[config.mk]
export PLATFORM = sky130hd
export DESIGN_NAME = sto_timer
export DESIGN_NICKNAME = d
export VERILOG_FILES = /design/src/include/sto_pkg.sv /design/src/rtl/sto_timer.sv /design/src/rtl/sto_divider.sv
export SDC_FILE = /design/constraint.sdc
export NUM_CORES = 1
export LEC_CHECK = 0
export ABC_AREA = 1
export BUFFER_PORTS_ARGS = -buffer_cell sky130_fd_sc_hd__buf_2
export CAP_MARGIN = 10
export CORE_MARGIN = 1
export CORE_UTILIZATION = 63
export DETAILED_ROUTE_END_ITERATION = 12
export GPL_TIMING_DRIVEN = 0
export PLACE_DENSITY = 0.84
export SYNTH_ARGS = -nofsm -noshare
export SYNTH_HDL_FRONTEND = slang
export SYNTH_SLANG_ARGS = --single-unit
export TNS_END_PERCENT = 100
[constraint.sdc]
create_clock -name mclk -period 3.8 [get_ports mclk]
set_clock_uncertainty 0.15 [all_clocks]
set_input_delay 0.57 -clock mclk [delete_from_list [all_inputs] [get_ports mclk]]
set_output_delay 0.57 -clock mclk [all_outputs]
set_load 0.01 [all_outputs]
[src/include/sto_pkg.sv]
// Constants and types shared by the supervisor time-out timer
package sto_pkg;

  // Register port widths
  localparam int STO_AW = 8;
  localparam int STO_DW = 8;

  // Register byte addresses
  localparam logic [STO_AW-1:0] ADDR_SUP = 8'h00;
  localparam logic [STO_AW-1:0] ADDR_CLK = 8'h04;
  localparam logic [STO_AW-1:0] ADDR_XIE = 8'h08;
  localparam logic [STO_AW-1:0] ADDR_IEN = 8'h0C;
  localparam logic [STO_AW-1:0] ADDR_STS = 8'h10;
  localparam logic [STO_AW-1:0] ADDR_MSK = 8'h14;

  // Supervisor control field positions
  localparam int SUP_TOF = 3;
  localparam int SUP_RCF = 2;
  localparam int SUP_ROE = 1;
  localparam int SUP_RST = 0;

  // Clock configuration: interval select field
  localparam int CLK_SEL_HI = 7;
  localparam int CLK_SEL_LO = 6;

  // Interrupt enable positions
  localparam int XIE_TO  = 5;
  localparam int IEN_GLB = 7;
  localparam int IEN_RUN = 0;

  // Interrupt status / mask positions
  localparam int STS_W    = 2;
  localparam int STS_EXP  = 0;
  localparam int STS_TRST = 1;

  // Reset values
  localparam logic [STO_DW-1:0] CLK_CFG_RST = 8'h00;
  localparam logic [STO_DW-1:0] XIE_RST     = 8'h00;
  localparam logic [STS_W-1:0]  STS_RST     = 2'h0;

  // Interval counter
  localparam int CNT_W = 21;
  localparam int LIM_W = 22;
  localparam logic [LIM_W-1:0] INTERVAL0_CLKS = 22'h001000;

  // Grace window after an expiry
  localparam int GRACE_W = 10;
  localparam logic [GRACE_W-1:0] GRACE_CLKS = 10'h200;

  // Timer reset pulse length
  localparam int HOLD_W = 4;
  localparam int MCYC_CLKS = 4;
  localparam int HOLD_MCYC = 2;
  localparam logic [HOLD_W-1:0] HOLD_CLKS = HOLD_W'(MCYC_CLKS * HOLD_MCYC);

  // Supervisor states
  typedef enum logic [1:0] {
    ST_IDLE,
    ST_COUNT,
    ST_GRACE,
    ST_HOLD
  } sto_state_t;

endpackage : sto_pkg

[src/rtl/sto_timer.sv]
// Supervisor time-out timer with register port and timer reset output
`timescale 1ns/1ns
module sto_timer
  import sto_pkg::*;
#(
  parameter logic [LIM_W-1:0] INTERVAL1_CLKS = 22'h008000,
  parameter logic [LIM_W-1:0] INTERVAL2_CLKS = 22'h040000,
  parameter logic [LIM_W-1:0] INTERVAL3_CLKS = 22'h200000
) (
  // Clock and power-on reset
  input  wire logic              mclk,
  input  wire logic              rst,
  // Other reset sources
  input  wire logic              pf_rst,
  input  wire logic              ext_rst,
  // Register port
  input  wire logic [STO_AW-1:0] addr,
  input  wire logic [STO_DW-1:0] wr_data,
  input  wire logic              wr_en,
  input  wire logic              rd_en,
  output logic [STO_DW-1:0]      rd_data,
  // Outputs
  output logic                   wdt_sys_rst,
  output logic                   wdt_irq_req,
  output logic                   irq
);

  // Selects the interval length from the two select bits
  function automatic logic [LIM_W-1:0] sto_limit(input logic [1:0] sel);
    logic [LIM_W-1:0] lim;
    lim = INTERVAL0_CLKS;
    case (sel)
      2'h1:    lim = INTERVAL1_CLKS;
      2'h2:    lim = INTERVAL2_CLKS;
      2'h3:    lim = INTERVAL3_CLKS;
      default: lim = INTERVAL0_CLKS;
    endcase
    return lim;
  endfunction : sto_limit

  // Sticky bit update: a set in the same cycle beats the clear
  function automatic logic sto_sticky(input logic cur, input logic set, input logic clr);
    return set | (cur & ~clr);
  endfunction : sto_sticky

  // Registers
  sto_state_t         state_ff;
  sto_state_t         nxt_state;
  logic               roe_ff;
  logic               tof_ff;
  logic               rcf_ff;
  logic               glb_ff;
  logic               run_ff;
  logic [STO_DW-1:0]  clk_cfg_ff;
  logic [STO_DW-1:0]  xie_ff;
  logic [STS_W-1:0]   sts_ff;
  logic [STS_W-1:0]   msk_ff;
  logic [GRACE_W-1:0] grace_ff;
  logic [HOLD_W-1:0]  hold_ff;
  logic [STO_DW-1:0]  rd_data_ff;

  // Next values
  logic               nxt_tof;
  logic               nxt_rcf;
  logic [STS_W-1:0]   nxt_sts;
  logic [GRACE_W-1:0] nxt_grace;
  logic [HOLD_W-1:0]  nxt_hold;
  logic [STO_DW-1:0]  nxt_rd_data;

  // Address decode
  wire hit_sup = (addr == ADDR_SUP);
  wire hit_clk = (addr == ADDR_CLK);
  wire hit_xie = (addr == ADDR_XIE);
  wire hit_ien = (addr == ADDR_IEN);
  wire hit_sts = (addr == ADDR_STS);
  wire hit_msk = (addr == ADDR_MSK);
  wire wr_sup  = wr_en && hit_sup;
  wire wr_clk  = wr_en && hit_clk;
  wire wr_xie  = wr_en && hit_xie;
  wire wr_ien  = wr_en && hit_ien;
  wire wr_sts  = wr_en && hit_sts;
  wire wr_msk  = wr_en && hit_msk;

  // Power-on and power-fail both disable the timer
  wire por_any = rst || pf_rst;

  // Restart strobe acts only on a written one and is never stored
  wire restart = wr_sup && wr_data[SUP_RST];

  // Interval counter
  logic             expire;
  wire  [1:0]       sel      = {clk_cfg_ff[CLK_SEL_HI], clk_cfg_ff[CLK_SEL_LO]};
  wire  [LIM_W-1:0] limit    = sto_limit(sel);
  wire              in_hold  = (state_ff == ST_HOLD);
  wire              div_run  = run_ff && (state_ff != ST_IDLE) && !in_hold;
  wire              div_clr  = restart || ext_rst || in_hold;

  sto_divider u_div (
    .mclk   (mclk),
    .rst    (por_any),
    .clear  (div_clr),
    .run    (div_run),
    .limit  (limit),
    .expire (expire),
    .count  ()
  );

  // Grace window and reset hold
  wire in_grace   = (state_ff == ST_GRACE);
  wire grace_done = in_grace && (grace_ff == GRACE_CLKS - 1'b1);
  wire trip       = grace_done && roe_ff && !restart && !ext_rst;
  wire hold_done  = in_hold && (hold_ff == HOLD_CLKS - 1'b1);

  assign nxt_grace = (in_grace && !restart && !ext_rst) ? grace_ff + 1'b1 : '0;
  assign nxt_hold  = in_hold ? hold_ff + 1'b1 : '0;

  // Supervisor sequence
  always_comb begin
    nxt_state = state_ff;
    case (state_ff)
      ST_IDLE: begin
        if (run_ff) begin
          nxt_state = ST_COUNT;
        end
      end
      ST_COUNT: begin
        if (!run_ff) begin
          nxt_state = ST_IDLE;
        end else if (expire) begin
          nxt_state = ST_GRACE;
        end
      end
      ST_GRACE: begin
        if (!run_ff) begin
          nxt_state = ST_IDLE;
        end else if (restart || ext_rst) begin
          nxt_state = ST_COUNT;
        end else if (trip) begin
          nxt_state = ST_HOLD;
        end else if (grace_done) begin
          nxt_state = ST_COUNT;
        end
      end
      ST_HOLD: begin
        if (hold_done) begin
          nxt_state = ST_COUNT;
        end
      end
      default: nxt_state = ST_IDLE;
    endcase
  end

  // Flags: time-out set by an expiry unless a trip in the same cycle clears it, cleared by write of 0 or a reset
  wire tof_sw_clr = wr_sup && !wr_data[SUP_TOF];
  wire rcf_sw_clr = wr_sup && !wr_data[SUP_RCF];
  assign nxt_tof = (ext_rst || trip) ? 1'b0
                 : sto_sticky(tof_ff, expire, tof_sw_clr);
  assign nxt_rcf = sto_sticky(rcf_ff, trip, rcf_sw_clr);

  // Event status, write one to clear
  wire [STS_W-1:0] sts_set = {trip, expire};
  wire [STS_W-1:0] sts_clr = wr_sts ? wr_data[STS_W-1:0] : '0;
  assign nxt_sts = sts_set | (sts_ff & ~sts_clr);

  // Read data
  wire [STO_DW-1:0] sup_val = {4'h0, tof_ff, rcf_ff, roe_ff, 1'b0};
  wire [STO_DW-1:0] ien_val = {glb_ff, 6'h00, run_ff};
  wire [STO_DW-1:0] rd_mux  = hit_sup ? sup_val
                            : hit_clk ? clk_cfg_ff
                            : hit_xie ? xie_ff
                            : hit_ien ? ien_val
                            : hit_sts ? {6'h00, sts_ff}
                            : hit_msk ? {6'h00, msk_ff}
                            : 8'h00;
  assign nxt_rd_data = rd_en ? rd_mux : 8'h00;

  // Sequence and counters
  always_ff @(posedge mclk) begin
    if (por_any) begin
      state_ff <= ST_IDLE;
      grace_ff <= '0;
      hold_ff  <= '0;
    end else begin
      state_ff <= nxt_state;
      grace_ff <= nxt_grace;
      hold_ff  <= nxt_hold;
    end
  end

  // Flags
  always_ff @(posedge mclk) begin
    if (por_any) begin
      tof_ff <= 1'b0;
      rcf_ff <= 1'b0;
      sts_ff <= STS_RST;
    end else begin
      tof_ff <= nxt_tof;
      rcf_ff <= nxt_rcf;
      sts_ff <= nxt_sts;
    end
  end

  // Software settings
  always_ff @(posedge mclk) begin
    if (por_any) begin
      roe_ff     <= 1'b0;
      run_ff     <= 1'b0;
      glb_ff     <= 1'b0;
      clk_cfg_ff <= CLK_CFG_RST;
      xie_ff     <= XIE_RST;
      msk_ff     <= STS_RST;
    end else begin
      if (wr_sup) begin
        roe_ff <= wr_data[SUP_ROE];
      end
      if (wr_ien) begin
        run_ff <= wr_data[IEN_RUN];
        glb_ff <= wr_data[IEN_GLB];
      end
      if (wr_clk) begin
        clk_cfg_ff <= wr_data;
      end
      if (wr_xie) begin
        xie_ff <= wr_data;
      end
      if (wr_msk) begin
        msk_ff <= wr_data[STS_W-1:0];
      end
    end
  end

  // Read data register
  always_ff @(posedge mclk) begin
    if (rst) begin
      rd_data_ff <= 8'h00;
    end else begin
      rd_data_ff <= nxt_rd_data;
    end
  end

  // Outputs
  assign rd_data     = rd_data_ff;
  assign wdt_sys_rst = in_hold;
  assign wdt_irq_req = tof_ff && xie_ff[XIE_TO] && glb_ff;
  assign irq         = |(sts_ff & msk_ff);

endmodule : sto_timer

[src/rtl/sto_divider.sv]
// Interval divider: counts clocks and pulses at the selected limit
`timescale 1ns/1ns
module sto_divider
  import sto_pkg::*;
(
  // Clock and reset
  input  wire logic             mclk,
  input  wire logic             rst,
  // Control
  input  wire logic             clear,
  input  wire logic             run,
  input  wire logic [LIM_W-1:0] limit,
  // Status
  output logic                  expire,
  output logic [CNT_W-1:0]      count
);

  logic [CNT_W-1:0] count_ff;
  logic [CNT_W-1:0] nxt_count;
  wire              at_end = (count_ff == CNT_W'(limit - 1'b1));

  // Wrap at the limit so the timer keeps running freely
  assign nxt_count = (clear || !run || at_end) ? '0 : count_ff + 1'b1;
  assign expire    = run && !clear && at_end;
  assign count     = count_ff;

  always_ff @(posedge mclk) begin
    if (rst) begin
      count_ff <= '0;
    end else begin
      count_ff <= nxt_count;
    end
  end

endmodule : sto_divider

**Word level (Yosys, flattened, before mapping)**

Cells that the tools add are included.

- Bits of input ports: 22
- Register bits after elaboration: 70

- Add/subtract/negate cells: 4
- Mux-type cells: 17
- Reductions and logical operators: 46
- Bitwise operators: 13
- Equality and inequality tests: 18

Operators with widths:

| kind | number |
|---|---|
| 19-bit case mux with 3 select lines | 1 |
| 8-bit two-way mux | 3 |
| 1-bit logical AND | 22 |
| 2-bit two-way mux | 11 |
| 21-bit by 1-bit adder with 21-bit output, second input constant | 1 |
| 21-bit == test | 1 |
| 21-bit by 1-bit subtractor with 21-bit output, second input constant | 1 |
| 8-bit by 4-bit == test with 1-bit output, second input constant | 2 |
| 8-bit by 5-bit == test with 1-bit output, second input constant | 2 |
| 2-bit OR reduction | 6 |
| 10-bit by 1-bit adder with 10-bit output, second input constant | 1 |
| 10-bit by 9-bit == test with 1-bit output, second input constant | 1 |
| 2-bit == test, second input constant | 4 |
| 8-bit by 3-bit == test with 1-bit output, second input constant | 1 |
| 8-bit zero test | 1 |
| 2-bit case mux with 4 select lines | 1 |
| 1-bit zero test | 7 |
| 1-bit logical OR | 6 |
| 5-bit by 2-bit != test with 1-bit output, second input constant | 1 |
| 1-bit NOT | 5 |
| 4-bit by 1-bit adder with 4-bit output, second input constant | 1 |
| 2-bit bitwise AND | 2 |
| 2-bit by 1-bit == test with 1-bit output, second input constant | 2 |
| 4-bit by 3-bit == test with 1-bit output, second input constant | 1 |
| 12 further kinds | 14 |

**Logic depth before layout (Yosys ltp)**

- Depth after elaboration: 11
- Depth in mapped cells: 16

**Hierarchy**

From an unflattened synthesis, not the netlist that was laid out.

- Cell total of the unflattened synthesis: 606
- Area, all modules: 4161.5 sq um

By module, submodules not included:

| module | cells each | area each (sq um) | instances |
|---|---|---|---|
| sto_timer | 295 | 2234.6 | 1 |
| sto_divider | 311 | 1926.8 | 1 |

**Least setup slack after synthesis**

No wires, ideal clock.

- Path type: register to register
- From: reg clk_cfg_ff[6]
- To: reg state_ff[1]
- Arrival: 1571 ps
- Slack: 1966 ps
- Stages on the path, launching flop included: 16
- Buffers on the path: 0
- Clock period less this slack: 1834 ps
- Path through: dfxtp_1 nor2_1 inv_1 ha_1 inv_1 nand2_1 nand2_1 nand2_1 nor2_1 nand3_1 nor2_4 nand2_2 nand2_2 nand2_2 nor2_1 nor2_1

- Word-level cells in the longest chain between the ends: 7
- Elaborated cells on any way between the ends: 9

Ends and longest elaborated chain:

| element | line | text |
|---|---|---|
| start, declared | sto_timer.sv:54 | `logic [STO_DW-1:0] clk_cfg_ff;` |
| start signal, assigned | sto_timer.sv:221 | `clk_cfg_ff <= wr_data;` |
| 2-bit == test or 2-bit by 1-bit == test with 1-bit output (tied branches) | sto_timer.sv:32 | `case (sel)` |
| 19-bit case mux with 3 select lines * | sto_timer.sv:32 |  |
| 21-bit by 1-bit subtractor with 21-bit output * | sto_divider.sv:20 | `wire at_end = (count_ff == CNT_W'(limit - 1'b1));` |
| 21-bit == test * | sto_divider.sv:20 |  |
| 1-bit logical AND * | sto_divider.sv:24 | `assign expire = run && !clear && at_end;` |
| 3-bit != test (no source line) * | - |  |
| 4-bit AND reduction (no source line) * | - |  |
| end signal, assigned | sto_timer.sv:184 | `state_ff <= nxt_state;` |
| end, declared | sto_timer.sv:47 | `sto_state_t state_ff;` |

Every way passes the cells marked *; elsewhere a longest branch is shown, timed or not.
A chain may end at the register's enable or synchronous reset.

**Worst setup path after layout**

Ends and elaborated chain as after synthesis.

==> summary.md <==
| Metric | Value |
|---|---|
| Post-synth EDFFs | `0` |
| Final net count | `517` |
| Worst EP arrival | `2240 ps` |
| Reg clk slew, reported paths | `70 ps` |
| Startpoint class of the critical path | `register` |
| ANT cells | `0` |
| Port buffer count | `32` |
| GRT Residual Overflow | `0` |
| Sequential area share after synthesis | `42.38%` |
| Synth Area in XOR/XNOR | `3.178%` |
| Area growth syn-to-layout | `14.95%` |
| Core area | `5075 um2` |
| Synth cell types | `36` |
| Ports | `33` |
| Final TNS setup | `0 ps` |
| Multi-input logic area | `1675 um2` |
| Number of DRC markers in iteration 0 | `267` |
| Syn avg cell area | `7.448 um2` |
| Yosys warns | `0` |
| Worst VDD drop | `0.2920 mV` |
| Post-CTS resize count | `0` |
| Static leakage | `1.493 nW` |
| Row cnt | `26` |
| Largest net degree at the start of global routing | `13` |
| Post-Syn Area | `3307 um2` |
| WP data required | `3940 ps` |
| First-pass GRT wire length | `10920 um` |
| Post-DRT Antenna Nets | `0` |
| Fmax | `474.6 MHz` |
| Slew margin rel. | `59.73%` |
| Share of post-route cells with drive strength above 1 | `18.50%` |
| Number of remaining DRC errors | `0` |
| Htree depth | `3` |
| GRT Total Usage | `26.14%` |
| Ys async rst share | `0%` |
| Die width | `74.45 um` |
| Clk buf depth | `2` |
| Top cell type's share of synthesized area | `42.38%` |
| GPL Wtd Cong | `0.9189` |
| Effective utilization at floorplan | `65.16%` |
| Register bit total from synthesis | `70` |
| Die area | `5543 um2` |
| CP Class | `register to register` |
| Mapped Nets | `474` |
| Slowest cell on crit path | `dfxtp_1` |
| Adder-Cell Fraction of Synth Area | `3.027%` |
| Initial antenna violation count | `0` |
| Reg area | `1401 um2` |
| Clock root cell | `clkbuf_8` |
| Drt first pass iters | `5` |
| Yosys top cell by area | `dfxtp_1` |
| Final wirelength | `6942 um` |
| Post-synthesis simple-gate area fraction | `32.61%` |
| Final period util | `55.44%` |
| HP Class | `register to register` |
| CP max stage delay | `340 ps` |
| Power Density | `395.8 nW/um2` |
| CTS Hold Buffers Added | `0` |
| Mux cell area share after synthesis | `0%` |
| CTS tree | `built` |
| Slew Limit Fails | `0` |
| Setup violators final | `0` |
| Final Critical Period | `2107 ps` |
| Post-synth top cells | `nor2_1 (76), nand2_1 (71), dfxtp_1 (70)` |
| Tightest Pin Transition | `598.5 ps` |
| Cells after Synth | `444` |
| DR WL/cell | `12.35 um` |
| Unrepaired setup endpoints after global routing | `false` |
| Status | `completed` |
| Final Hold Viols | `0` |
| Worst slack at placement | `1581 ps` |
| Ys flop type | `dfxtp_1` |
| Post-CTS setup buffer count | `0` |
| Synth area leaders | `dfxtp_1 (42%), nor2_1 (8.6%), nand2_1 (8.1%)` |
| Via count | `2994` |
| Worst path cell trace | `nor2_1 -> inv_1 -> ha_1 -> inv_1 -> nand2_1 -> nand2_1 -> nand2_1 -> nor2_1 -> nand3_1 -> nor2_4 -> nand2_2 -> nand2_2 -> nand2_2 -> nand2_1 -> nand2_1 -> nor2_1` |
| Most frequent cell after synthesis | `nor2_1` |
| Vias/cell | `5.327` |
| Max Cap Viol | `0` |
| Fill cells | `401` |
| Largest family of logic cells by synthesized area | `simple AND/OR/NAND/NOR gates` |
| Design Power | `1.504 mW` |
| Clk_lat worst skew | `350 ps` |
| CP Max Fanout | `5` |
| Crit. End Element | `register` |
| Cell mode on critical path | `nand2_1` |
| Post-synthesis compound-gate area fraction | `11.84%` |
| Finished Core Util | `74.90%` |
| Hpwl dp | `4933 um` |
| Vias in the first global route | `2568` |
| Post-route setup slack | `1693 ps` |
| Inserted Clock Buffers | `9` |
| Clock sinks | `70` |
| Die Ht | `74.45 um` |
[logic make-up after synthesis]
logic type / after synthesis
flops: 70
xor+xnor: 12
buf+inv: 58
simple gates: 222
fa+ha+maj: 8
compound gates: 74
[power breakdown]
| group | internal (mW) | leakage (nW) | switching [mW] |
|---|---|---|---|
| Clock | 0.452 | 0.126 | 0.278 |
| Combinational | 0.0135 | 0.803 | 0.0266 |
| Sequential | 0.733 | 0.563 | 0.000130 |
| Total | 1.20 | 1.49 | 0.305 |
[sequential cells by signal (all words and copies together), names as in the netlist, 4 cells and up]
signal / cells
u_div.count: 21
hold_ff: 4
clk_cfg_ff: 8
xie_ff: 8
rd_data: 8
grace_ff: 10
[layout by cell type (no fill, tap or decap), types with 2 or more instances in the layout]
cell,n
nand3_2,2
nand3_1,19
xor2_1,10
bufinv_16,3
buf_2,32
inv_1,49
nor2_1,76
nor3b_1,4
nor2_2,7
a21oi_1,33
clkinv_2,2
nor3_1,5
nor2_4,6
or2_2,3
clkbuf_8,10
ha_1,8
nand2_1,71
o211ai_1,3
o21ai_0,31
nand4_1,9
nand3b_1,2
inv_2,5
nor3_2,4
nand2_2,10
dfxtp_1,70
xnor2_1,2
a31oi_1,2
[worst max-delay path, delay by kind of cell (launching register included)]
kind	cells	cell delay, ps
flops	1	340
buf+inv	2	140
fa+ha+maj	1	310
simple gates	13	1110
[area by class of cell]
type                            count  share of cell area [%]
Tap cell                           70                   2.304
Multi-Input combinational cell    316                   44.08
Timing Repair Buffer               32                   4.213
Inverter                           54                   5.332
Sequential cell                    70                   36.87
Clock inverter                      6                   2.864
Clock buffer                       10                   3.621
Buffer                              4                  0.7242
[metrics by stage]
stage	cell area, um2	cells	hold WS (ps)
global route	3801	562	314.2
detailed placement	3555	546	287.4
floorplan	3307	444	267.3
global placement	3555	546	277.9
CTS	3801	562	301.9
finish	3801	562	297.6
[worst paths after layout]
kind | end | slack (ps) | depth (start not counted) | from
setup / recovery | state_ff[1]$_SDFFE_PP0P_ | 1690 | 16 | clk_cfg_ff[6]$_SDFFE_PP0P_
hold / removal | u_div.count[0]$_SDFF_PP0_ | 300 | 1 | u_div.count[0]$_SDFF_PP0_
setup reg to reg | state_ff[1]$_SDFFE_PP0P_ | 1690 | 16 | clk_cfg_ff[6]$_SDFFE_PP0P_
hold reg to reg | u_div.count[0]$_SDFF_PP0_ | 300 | 1 | u_div.count[0]$_SDFF_PP0_
[metal layers]
layer / routed length (um) / up-vias / part of all wire (%) / GRT usage (%)
met2: 3237 / 106 / 47 / 41.54
met3: 429 / 14 / 6.2 / 4.878
met4: 156 / 0 / 2.2 / 14.68
li1: - / 1521 / - / -
met1: 3119 / 1353 / 45 / 33.42
met5: 0 / - / 0 / 0
Note: power is estimated with default switching activity, not from simulation.
